## src/rtl/dmps_pkg.sv

```systemverilog
/*
  Shared constants for the drive motion parameter set: register indices, reset values,
  interrupt bit layout, start-phase states and timing figures.
  Assumes a 125 MHz system clock and an APB master addressing one 32-bit word per register.
*/
// Behaviour
// - Flag drag error when following error exceeds threshold.
// - Readjustment at standstill off at 0, on at 1.
// - Clamp speed correction to configured limit, default 4.
// - Correction limit changes accepted only at standstill.
// - Each jog event moves configured increments, default 1.
// - Positioning runs capped at positioning target speed.
// - Manual runs capped at manual target speed.
// - Abort threshold is percent of target, default 30.
// - Ramp with separate acceleration and deceleration rates.
// - Start-up torque during start phase, then running torque.
// - Torque command never exceeds active torque limit.
// - Start phase lasts configured milliseconds, default 200.
package dmps_pkg;

  // ----------------------------------------------------------------------
  // Register indices; byte address is four times the index.
  // ----------------------------------------------------------------------
  localparam logic [7:0] IDX_DRAG_THR = 8'h2E;
  localparam logic [7:0] IDX_READJUST = 8'h2F;
  localparam logic [7:0] IDX_CORR_LIM = 8'h30;
  localparam logic [7:0] IDX_JOG_STEP = 8'h31;
  localparam logic [7:0] IDX_POS_SPEED = 8'h35;
  localparam logic [7:0] IDX_MAN_SPEED = 8'h38;
  localparam logic [7:0] IDX_ABORT_PCT = 8'h39;
  localparam logic [7:0] IDX_ACCEL = 8'h3A;
  localparam logic [7:0] IDX_DECEL = 8'h3B;
  localparam logic [7:0] IDX_START_TQ = 8'h3F;
  localparam logic [7:0] IDX_RUN_TQ = 8'h40;
  localparam logic [7:0] IDX_START_TIME = 8'h47;
  localparam logic [7:0] IDX_IRQ_STAT = 8'h60;
  localparam logic [7:0] IDX_IRQ_MASK = 8'h61;
  localparam logic [7:0] IDX_MOTION = 8'h62;

  // ----------------------------------------------------------------------
  // Parameter bank slots and their reset values.
  // ----------------------------------------------------------------------
  localparam int NSLOT = 12;
  localparam logic [3:0] SLOT_DRAG = 4'h0;
  localparam logic [3:0] SLOT_READJ = 4'h1;
  localparam logic [3:0] SLOT_CORR = 4'h2;
  localparam logic [3:0] SLOT_JOG = 4'h3;
  localparam logic [3:0] SLOT_POSSPD = 4'h4;
  localparam logic [3:0] SLOT_MANSPD = 4'h5;
  localparam logic [3:0] SLOT_ABORT = 4'h6;
  localparam logic [3:0] SLOT_ACCEL = 4'h7;
  localparam logic [3:0] SLOT_DECEL = 4'h8;
  localparam logic [3:0] SLOT_STQ = 4'h9;
  localparam logic [3:0] SLOT_RTQ = 4'hA;
  localparam logic [3:0] SLOT_STIME = 4'hB;
  localparam logic [3:0] SLOT_IRQS = 4'hC;
  localparam logic [3:0] SLOT_IRQM = 4'hD;
  localparam logic [3:0] SLOT_MOTION = 4'hE;
  localparam logic [3:0] SLOT_NONE = 4'hF;
  localparam logic [15:0] RST_VALS [NSLOT] = '{16'h0000, 16'h0000, 16'h0004, 16'h0001,
    16'h0BB8, 16'h03E8, 16'h001E, 16'h2710, 16'h2710, 16'h0064, 16'h0064, 16'h00C8};

  // ----------------------------------------------------------------------
  // Interrupt status bits.
  // ----------------------------------------------------------------------
  localparam int IRQ_W = 3;
  localparam int IRQ_DRAG = 0;
  localparam int IRQ_START_DONE = 1;
  localparam int IRQ_JOG = 2;

  // ----------------------------------------------------------------------
  // Timing: one millisecond tick and unit conversions.
  // ----------------------------------------------------------------------
  localparam int CLK_PERIOD_NS = 8;
  localparam int MS_NS = 1000000;
  localparam int CYC_PER_MS = MS_NS / CLK_PERIOD_NS;
  localparam logic [9:0] MRPM_PER_RPM = 10'h3E8;
  localparam logic [6:0] PCT_FULL = 7'h64;

  // Start phase states, one-hot.
  typedef enum logic [2:0] {
    ST_IDLE = 3'b001,
    ST_START = 3'b010,
    ST_RUN = 3'b100
  } dmps_phase_t;

endpackage

```

## src/rtl/dmps_motion_params.sv

```systemverilog
/*
  Motion parameter set of a positioning drive: APB register bank, drag error monitor,
  speed ramp with caps, correction clamp, jog steps, start-phase torque selection, interrupt.
  Assumes the position loop, run state and torque demand come from logic on clk, and the
  external jog key arrives asynchronously from a pin.
*/
`timescale 1ns/10ps
module dmps_motion_params
  import dmps_pkg::*;
#(
  parameter int ADDR_W = 12,
  parameter int TICK_CYCLES = CYC_PER_MS
)
(
  // Clock and reset.
  input wire logic clk,
  input wire logic sys_rst,
  // APB slave.
  input wire logic [ADDR_W-1:0] paddr,
  input wire logic psel,
  input wire logic penable,
  input wire logic pwrite,
  input wire logic [31:0] pwdata,
  output logic [31:0] prdata,
  output logic pready,
  output logic pslverr,
  // Position loop and run state.
  input wire logic signed [31:0] cmdPos,
  input wire logic signed [31:0] actPos,
  input wire logic runActive,
  input wire logic manualRun,
  input wire logic atStandstill,
  input wire logic signed [15:0] corrRequest,
  input wire logic [15:0] torqueDemand,
  // Jog sources.
  input wire logic jogKeyPin,
  input wire logic jogBit,
  // Drive outputs.
  output logic dragError,
  output logic readjustEnable,
  output logic signed [15:0] speedCorr,
  output logic [31:0] speedCmdMrpm,
  output logic [15:0] abortSpeedRpm,
  output logic [15:0] torqueLimit,
  output logic [15:0] torqueCmd,
  output logic startPhase,
  output logic jogStrobe,
  output logic [15:0] jogDistance,
  output logic irq
);

  // ----------------------------------------------------------------------
  // Address decode
  // ----------------------------------------------------------------------
  // Maps a word index to a bank slot; unknown indices give SLOT_NONE.
  function automatic logic [3:0] slotOf(input logic [ADDR_W-1:0] a);
    logic [7:0] idx;
    idx = a[9:2];
    slotOf = SLOT_NONE;
    if (a[ADDR_W-1:10] == '0 && a[1:0] == 2'b00)
    begin
      unique case (idx)
        IDX_DRAG_THR: slotOf = SLOT_DRAG;
        IDX_READJUST: slotOf = SLOT_READJ;
        IDX_CORR_LIM: slotOf = SLOT_CORR;
        IDX_JOG_STEP: slotOf = SLOT_JOG;
        IDX_POS_SPEED: slotOf = SLOT_POSSPD;
        IDX_MAN_SPEED: slotOf = SLOT_MANSPD;
        IDX_ABORT_PCT: slotOf = SLOT_ABORT;
        IDX_ACCEL: slotOf = SLOT_ACCEL;
        IDX_DECEL: slotOf = SLOT_DECEL;
        IDX_START_TQ: slotOf = SLOT_STQ;
        IDX_RUN_TQ: slotOf = SLOT_RTQ;
        IDX_START_TIME: slotOf = SLOT_STIME;
        IDX_IRQ_STAT: slotOf = SLOT_IRQS;
        IDX_IRQ_MASK: slotOf = SLOT_IRQM;
        IDX_MOTION: slotOf = SLOT_MOTION;
        default: slotOf = SLOT_NONE;
      endcase
    end
  endfunction

  // ----------------------------------------------------------------------
  // State declarations
  // ----------------------------------------------------------------------
  logic [15:0] bank_q [NSLOT]; // Parameter bank.
  logic [15:0] bank_d [NSLOT];
  logic [IRQ_W-1:0] irqStat_q, irqStat_d; // Sticky events.
  logic [IRQ_W-1:0] irqMask_q, irqMask_d; // Interrupt enables.
  logic [31:0] prdata_q, prdata_d;
  logic pready_q, pready_d, pslverr_q, pslverr_d; // Bus answer.
  logic jogMeta_q, jogSync_q, jogPrev_q; // Jog key synchroniser.
  dmps_phase_t phase_q, phase_d; // Start phase tracker.
  logic [31:0] tickCnt_q, tickCnt_d; // Cycles within one millisecond.
  logic [15:0] msCnt_q, msCnt_d; // Milliseconds into start phase.
  logic [31:0] speed_q, speed_d; // Ramped speed in milli-rpm.
  logic dragErr_q, dragErr_d, readj_q, readj_d; // Drag flag and readjust enable.
  logic signed [15:0] corr_q, corr_d;
  logic [15:0] abort_q, abort_d, tqLim_q, tqLim_d, tqCmd_q, tqCmd_d; // Abort speed, torques.
  logic startPh_q, startPh_d, jogStb_q, jogStb_d; // Start phase and jog strobe.
  logic [15:0] jogDist_q, jogDist_d;
  logic irq_q, irq_d;

  // Shared combinational terms.
  logic [3:0] slot; // Decoded slot of the current address.
  logic wrDone; // Write completes at this edge.
  logic msTick; // One-cycle pulse each millisecond.
  logic [15:0] tgtRpm; // Active speed cap.
  logic [31:0] tgtMrpm; // Cap in milli-rpm.
  logic [32:0] posDiff; // Signed following error.
  logic [32:0] posMag; // Its magnitude.
  logic jogEvent; // Key edge or jog bit.

  assign slot = slotOf(paddr);
  assign wrDone = psel & penable & pready_q & pwrite;
  assign msTick = (tickCnt_q == 32'(TICK_CYCLES - 1));
  assign jogEvent = (jogSync_q & ~jogPrev_q) | jogBit;

  // ----------------------------------------------------------------------
  // APB slave and register bank
  // ----------------------------------------------------------------------
  // Registered zero-wait answer: pready rises in the first access cycle.
  always_comb
  begin
    bank_d = bank_q;
    irqMask_d = irqMask_q;
    prdata_d = prdata_q;
    pslverr_d = 1'b0;
    pready_d = psel & ~penable;
    if (psel & ~penable)
    begin
      prdata_d = 32'h00000000;
      pslverr_d = (slot == SLOT_NONE);
      if (slot < SLOT_IRQS)
        prdata_d = {16'h0000, bank_q[slot]};
      else if (slot == SLOT_IRQS)
        prdata_d = {{(32-IRQ_W){1'b0}}, irqStat_q};
      else if (slot == SLOT_IRQM)
        prdata_d = {{(32-IRQ_W){1'b0}}, irqMask_q};
      else if (slot == SLOT_MOTION)
        prdata_d = {26'h0000000, jogStb_q, dragErr_q, phase_q, atStandstill};
    end
    if (wrDone && slot < SLOT_IRQS)
    begin
      // Correction limit is frozen while the axis moves.
      if (slot != SLOT_CORR || atStandstill)
        bank_d[slot] = pwdata[15:0];
    end
    if (wrDone && slot == SLOT_IRQM)
      irqMask_d = pwdata[IRQ_W-1:0];
  end

  // Registers the bus side.
  always_ff @(posedge clk)
  begin
    if (sys_rst)
    begin
      for (int i = 0; i < NSLOT; i++)
        bank_q[i] <= RST_VALS[i];
      irqMask_q <= '0;
      prdata_q <= 32'h00000000;
      pready_q <= 1'b0;
      pslverr_q <= 1'b0;
    end
    else
    begin
      bank_q <= bank_d;
      irqMask_q <= irqMask_d;
      prdata_q <= prdata_d;
      pready_q <= pready_d;
      pslverr_q <= pslverr_d;
    end
  end

  // ----------------------------------------------------------------------
  // Start phase and millisecond timer
  // ----------------------------------------------------------------------
  // Tracks the start phase of each run in whole milliseconds.
  always_comb
  begin
    phase_d = phase_q;
    msCnt_d = msCnt_q;
    tickCnt_d = msTick ? 32'h00000000 : tickCnt_q + 32'h00000001;
    unique case (phase_q)
      ST_IDLE:
        if (runActive)
        begin
          phase_d = ST_START;
          msCnt_d = 16'h0000;
          tickCnt_d = 32'h00000000;
        end
      ST_START:
        if (!runActive)
          phase_d = ST_IDLE;
        else if (msCnt_q >= bank_q[SLOT_STIME])
          phase_d = ST_RUN;
        else if (msTick)
          msCnt_d = msCnt_q + 16'h0001;
      ST_RUN:
        if (!runActive)
          phase_d = ST_IDLE;
      default:
        phase_d = ST_IDLE;
    endcase
  end

  // Registers the phase tracker.
  always_ff @(posedge clk)
  begin
    if (sys_rst)
    begin
      phase_q <= ST_IDLE;
      msCnt_q <= 16'h0000;
      tickCnt_q <= 32'h00000000;
    end
    else
    begin
      phase_q <= phase_d;
      msCnt_q <= msCnt_d;
      tickCnt_q <= tickCnt_d;
    end
  end

  // ----------------------------------------------------------------------
  // Motion outputs
  // ----------------------------------------------------------------------
  assign tgtRpm = !runActive ? 16'h0000 :
                  manualRun ? bank_q[SLOT_MANSPD] : bank_q[SLOT_POSSPD];
  assign tgtMrpm = 32'(tgtRpm * MRPM_PER_RPM);
  assign posDiff = {cmdPos[31], cmdPos} - {actPos[31], actPos};
  assign posMag = posDiff[32] ? -posDiff : posDiff;

  // Computes the drive-facing values each cycle.
  always_comb
  begin
    dragErr_d = posMag > {17'h00000, bank_q[SLOT_DRAG]};
    readj_d = (bank_q[SLOT_READJ] == 16'h0001);
    // Correction stays within plus or minus the limit.
    if (corrRequest > $signed(bank_q[SLOT_CORR]))
      corr_d = $signed(bank_q[SLOT_CORR]);
    else if (corrRequest < -$signed(bank_q[SLOT_CORR]))
      corr_d = -$signed(bank_q[SLOT_CORR]);
    else
      corr_d = corrRequest;
    abort_d = 16'((32'(tgtRpm) * 32'(bank_q[SLOT_ABORT])) / 32'(PCT_FULL));
    // Speed moves toward the cap once per millisecond by rate milli-rpm.
    speed_d = speed_q;
    if (msTick && speed_q < tgtMrpm)
      speed_d = (tgtMrpm - speed_q > 32'(bank_q[SLOT_ACCEL])) ?
                speed_q + 32'(bank_q[SLOT_ACCEL]) : tgtMrpm;
    else if (msTick && speed_q > tgtMrpm)
      speed_d = (speed_q - tgtMrpm > 32'(bank_q[SLOT_DECEL])) ?
                speed_q - 32'(bank_q[SLOT_DECEL]) : tgtMrpm;
    startPh_d = (phase_d == ST_START);
    tqLim_d = startPh_d ? bank_q[SLOT_STQ] : bank_q[SLOT_RTQ];
    tqCmd_d = (torqueDemand > tqLim_d) ? tqLim_d : torqueDemand;
    jogStb_d = jogEvent;
    jogDist_d = jogEvent ? bank_q[SLOT_JOG] : jogDist_q;
  end

  // Registers the drive outputs and the two-stage key synchroniser.
  // Only the second synchroniser stage feeds the edge detect.
  always_ff @(posedge clk)
  begin
    if (sys_rst)
    begin
      dragErr_q <= 1'b0;
      readj_q <= 1'b0;
      corr_q <= 16'h0000;
      abort_q <= 16'h0000;
      speed_q <= 32'h00000000;
      startPh_q <= 1'b0;
      tqLim_q <= 16'h0000;
      tqCmd_q <= 16'h0000;
      jogStb_q <= 1'b0;
      jogDist_q <= 16'h0000;
      jogMeta_q <= 1'b0;
      jogSync_q <= 1'b0;
      jogPrev_q <= 1'b0;
    end
    else
    begin
      dragErr_q <= dragErr_d;
      readj_q <= readj_d;
      corr_q <= corr_d;
      abort_q <= abort_d;
      speed_q <= speed_d;
      startPh_q <= startPh_d;
      tqLim_q <= tqLim_d;
      tqCmd_q <= tqCmd_d;
      jogStb_q <= jogStb_d;
      jogDist_q <= jogDist_d;
      jogMeta_q <= jogKeyPin;
      jogSync_q <= jogMeta_q;
      jogPrev_q <= jogSync_q;
    end
  end

  // ----------------------------------------------------------------------
  // Interrupts
  // ----------------------------------------------------------------------
  // Sticky events; a new event wins over a write-one-to-clear in the same cycle.
  always_comb
  begin
    irqStat_d = irqStat_q;
    if (wrDone && slot == SLOT_IRQS)
      irqStat_d = irqStat_q & ~pwdata[IRQ_W-1:0];
    if (dragErr_d && !dragErr_q)
      irqStat_d[IRQ_DRAG] = 1'b1;
    if (phase_q == ST_START && phase_d == ST_RUN)
      irqStat_d[IRQ_START_DONE] = 1'b1;
    if (jogEvent)
      irqStat_d[IRQ_JOG] = 1'b1;
    irq_d = |(irqStat_d & irqMask_d);
  end

  // Registers the interrupt state.
  always_ff @(posedge clk)
  begin
    if (sys_rst)
    begin
      irqStat_q <= '0;
      irq_q <= 1'b0;
    end
    else
    begin
      irqStat_q <= irqStat_d;
      irq_q <= irq_d;
    end
  end

  // Outputs straight from flip-flops.
  assign prdata = prdata_q;
  assign pready = pready_q;
  assign pslverr = pslverr_q;
  assign dragError = dragErr_q;
  assign readjustEnable = readj_q;
  assign speedCorr = corr_q;
  assign speedCmdMrpm = speed_q;
  assign abortSpeedRpm = abort_q;
  assign torqueLimit = tqLim_q;
  assign torqueCmd = tqCmd_q;
  assign startPhase = startPh_q;
  assign jogStrobe = jogStb_q;
  assign jogDistance = jogDist_q;
  assign irq = irq_q;
endmodule

```

## config.mk

```make
export PLATFORM = sky130hd
export DESIGN_NAME = dmps_motion_params
export DESIGN_NICKNAME = d
export VERILOG_FILES = /design/src/rtl/dmps_pkg.sv /design/src/rtl/dmps_motion_params.sv
export SDC_FILE = /design/constraint.sdc
export NUM_CORES = 2
export LEC_CHECK = 0
export BUFFER_PORTS_ARGS = -buffer_cell sky130_fd_sc_hd__buf_4
export CAP_MARGIN = 20
export CORE_MARGIN = 4
export CORE_UTILIZATION = 60
export DETAILED_ROUTE_END_ITERATION = 10
export PLACE_DENSITY = 0.79
export SLEW_MARGIN = 10
export SYNTH_ARGS = -nofsm -noshare
export SYNTH_HDL_FRONTEND = slang
export SYNTH_SLANG_ARGS = --single-unit
```

## constraint.sdc

```tcl
create_clock -name clk -period 44.1 [get_ports clk]
set_input_delay 0 -clock clk [delete_from_list [all_inputs] [get_ports clk]]
set_output_delay 0 -clock clk [all_outputs]
set_load 0.03 [all_outputs]
```

==> impl_metrics.json <==
{
  "layout_common_cells": "nand2_1, inv_1, a21oi_1, dfxtp_1, ha_1",
  "ys_seq_area_frac": 0.179,
  "cts_root_buf": "clkbuf_16",
  "ir_drop_uv": 424,
  "grt_max_degree": 137,
  "comb_power_share": 0.806,
  "synth_top_family_by_area": "compound AO/OA/AOI/OAI gates",
  "async_reset_ff_frac": 0,
  "cts_hold_buf": 65,
  "initial_utilization": 0.606,
  "ys_warn_count": 0,
  "wl_per_cell_um": 19.3,
  "clock_path_buffers": 3,
  "p_leak_nw": 21.1,
  "end_kind": "flip-flop",
  "first_pass_iters": 7,
  "p_seq_frac": 0.096,
  "synth_compound_area_frac": 0.230,
  "synth-seq-cells": 387,
  "tightestPinTransition_ns": 1.13,
  "fp.dieW_um": 277,
  "p_int_w": 0.00182,
  "clock_sink_count": 387,
  "drt_iter0_markers": 4547,
  "met3_length_mm": 11.4,
  "ff_latch_area_sq_um": 7750,
  "synth_area_sq_um": 43400,
  "synth.area.top_cells": "dfxtp_1, fa_1, ha_1",
  "synth_adder_area_share": 0.228,
  "nFillCells": 6096,
  "viasPerCell": 6.21,
  "wl_met2_mm": 61.4,
  "hold_viol": 0,
  "final_nets": 6616,
  "maxCapViolations": 0,
  "fmaxAchievable_mhz": 38.7,
  "period_minus_slack_ns": 25.84,
  "synth_cells": 5692,
  "dp_hpwl_mm": 97.7,
  "first_global_vias": 39800,
  "setup_tns_ns": 0,
  "synthMuxAreaShare": 0.0163,
  "ant_nets": 0,
  "outcome": "completed",
  "top_layer": "met4",
  "multi_input_area_sq_um": 32200,
  "rsz0062_at_grt": "false",
  "drc_errors": 0,
  "vias": 42400,
  "synth-xor-area-share": 0.0575,
  "clkPwrFrac": 0.098,
  "drive_gt1_frac": 0.0890,
  "wl_met1_mm": 53.4,
  "cts_buffers": 44,
  "post-route-period-util": 0.586,
  "worstSetupPathType": "reg -> reg",
  "ios": 301,
  "layout_commonest_cell": "nand2_1",
  "ctsResizeCount": 0,
  "grt_overflow": 0,
  "yosysTopAreaCell": "dfxtp_1",
  "switchingPower_w": 0.00205,
  "post_cts_buffers": 0,
  "critical-path-max-stage-delay_ns": 0.88,
  "whs_ns": 0.0576,
  "gp_congestion": 0.996,
  "clock_latency_ns": 0.61,
  "cp_max_fo": 16,
  "arrival_ns": 26.35,
  "slowest_stage": "nor2b_1",
  "path_common_cell": "fa_1",
  "dieArea_sq_um": 76600,
  "rows": 98,
  "switching_share": 0.530,
  "cts_tree": "done",
  "antenna_found_initial": 2,
  "synth_area_per_cell_sq_um": 7.62,
  "cp.required_ns": 44.61,
  "cts_max_level": 2,
  "grt_usage": 0.324,
  "yosys.area.top_type_share": 0.179,
  "power.density_nw_per_um2": 80.8,
  "setup.worst_path.start_class": "flip-flop",
  "slew_violations": 0,
  "synth_edf_count": 0,
  "wirelength_mm": 131,
  "hp-class": "in -> reg",
  "area_growth_pct": 10.3,
  "ys.flop_type": "dfxtp_1",
  "grt_pass1_wl_mm": 208,
  "worst_clock_skew_ns": 0.0526,
  "fp.coreArea_sq_um": 71600,
  "die_h_um": 277,
  "synth.distinct_cells": 142,
  "report.final.setup_viol": 0,
  "slew_headroom": 0.245,
  "synthSimpleGateAreaFrac": 0.210,
  "numPortBuffers": 268,
  "clkTransAtPathRegs_ns": 0.07
}
[worst max-delay path: cells and delay by family (launching register included)]
family,cells,cell delay (ns)
compound gates,45,14.12
xor+xnor,1,0.26
fa+ha+maj,9,4.34
buf+inv,4,0.51
flops,1,0.36
mux,4,1.35
simple gates,14,4.79
[logic make-up (layout without fill, tap and decap cells)]
| logic type | after synthesis | after routing |
|---|---|---|
| flip-flops | 387 | 387 |
| AND/OR/NAND/NOR | 1928 | 1928 |
| XOR/XNOR | 279 | 279 |
| adder cells (fa/ha/maj) | 642 | 642 |
| other | 1 | 19 |
| buffers and inverters | 862 | 1022 |
| multiplexers | 68 | 68 |
| AO/OA/AOI/OAI | 1525 | 1525 |
[layout make-up]
type / count / area share
multi-input cells: 4458 / 0.674
clock buffers: 59 / 0.0250
clock inverters: 19 / 0.00552
diodes: 3 / 0.000157
well taps: 950 / 0.0249
flip-flops and latches: 387 / 0.162
inverters: 555 / 0.0436
repair buffers: 389 / 0.0647
[per-stage QoR]
| step | setup WS (ns) | total power, W | util | cell area (sq um) | std cells |
|---|---|---|---|---|---|
| 5_1_grt | 16.81 | 0.00417 | 0.668 | 47800 | 6818 |
| 6_report | 18.26 | 0.00386 | 0.668 | 47800 | 6820 |
| 4_1_cts | 18.71 | 0.00382 | 0.667 | 47800 | 6810 |
| 2_1_floorplan | 22.08 | 0.00290 | - | 43400 | 5707 |
| 3_3_place_gp | 19.03 | 0.00336 | 0.637 | 45600 | 6665 |
| 3_5_place_dp | 18.77 | 0.00341 | 0.638 | 45700 | 6667 |
[power groups by stage]
| stage | combinational, W | sequential (W) | clock, W |
|---|---|---|---|
| 2_1_floorplan | 0.00251 | 0.000390 | 0 |
| 3_3_place_gp | 0.00298 | 0.000379 | 0 |
| 3_5_place_dp | 0.00303 | 0.000379 | 0 |
| 4_1_cts | 0.00307 | 0.000371 | 0.000380 |
| 5_1_grt | 0.00341 | 0.000372 | 0.000394 |
| 6_report | 0.00311 | 0.000371 | 0.000379 |
[worst paths after layout]
kind	depth (start not counted)	from	slack [ns]	to
worst min-delay path	5	paddr[0]	0.06	prdata[3]
worst max-delay path	77	bank_q[101]	18.26	abortSpeedRpm[0]
worst min register to register	2	bank_q[55]	0.45	bank_q[55]
worst max register to register	77	bank_q[101]	18.26	abortSpeedRpm[0]
[routing by layer]
layer  vias to the layer above  GRT usage
li1                      19900          -
met1                     20100      0.428
met2                      1994      0.547
met3                       327     0.0418
met4                         0      0.119
met5                         -          0
[Yosys cell counts (32+ instances only)]
cell / count
nand2_1: 793
inv_1: 551
a21oi_1: 533
dfxtp_1: 387
ha_1: 379
nor2_1: 374
o21ai_0: 262
fa_1: 252
clkbuf_1: 231
xnor2_1: 182
and2_1: 170
nand3_1: 119
a21o_1: 101
nor3_1: 94
xor2_1: 92
o21bai_1: 78
nor2b_1: 63
o22ai_1: 63
nand4_1: 61
mux2i_1: 54
a22oi_1: 50
a211oi_1: 48
or3_1: 48
and3_1: 42
nand2b_1: 42
o211ai_1: 42
a31oi_1: 37
buf_4: 32
[sequential cells by signal, summed over array words and instances (netlist names), 3 cells and up]
| register | flops |
|---|---|
| torqueLimit | 16 |
| bank_q | 192 |
| irqMask_q | 3 |
| prdata | 16 |
| speedCmdMrpm | 32 |
| torqueCmd | 16 |
| speedCorr | 16 |
| jogDistance | 16 |
| abortSpeedRpm | 16 |
| phase_q | 3 |
| irqStat_q | 3 |
| msCnt_q | 16 |
| tickCnt_q | 32 |
Note: power is estimated with default switching activity, not from simulation.
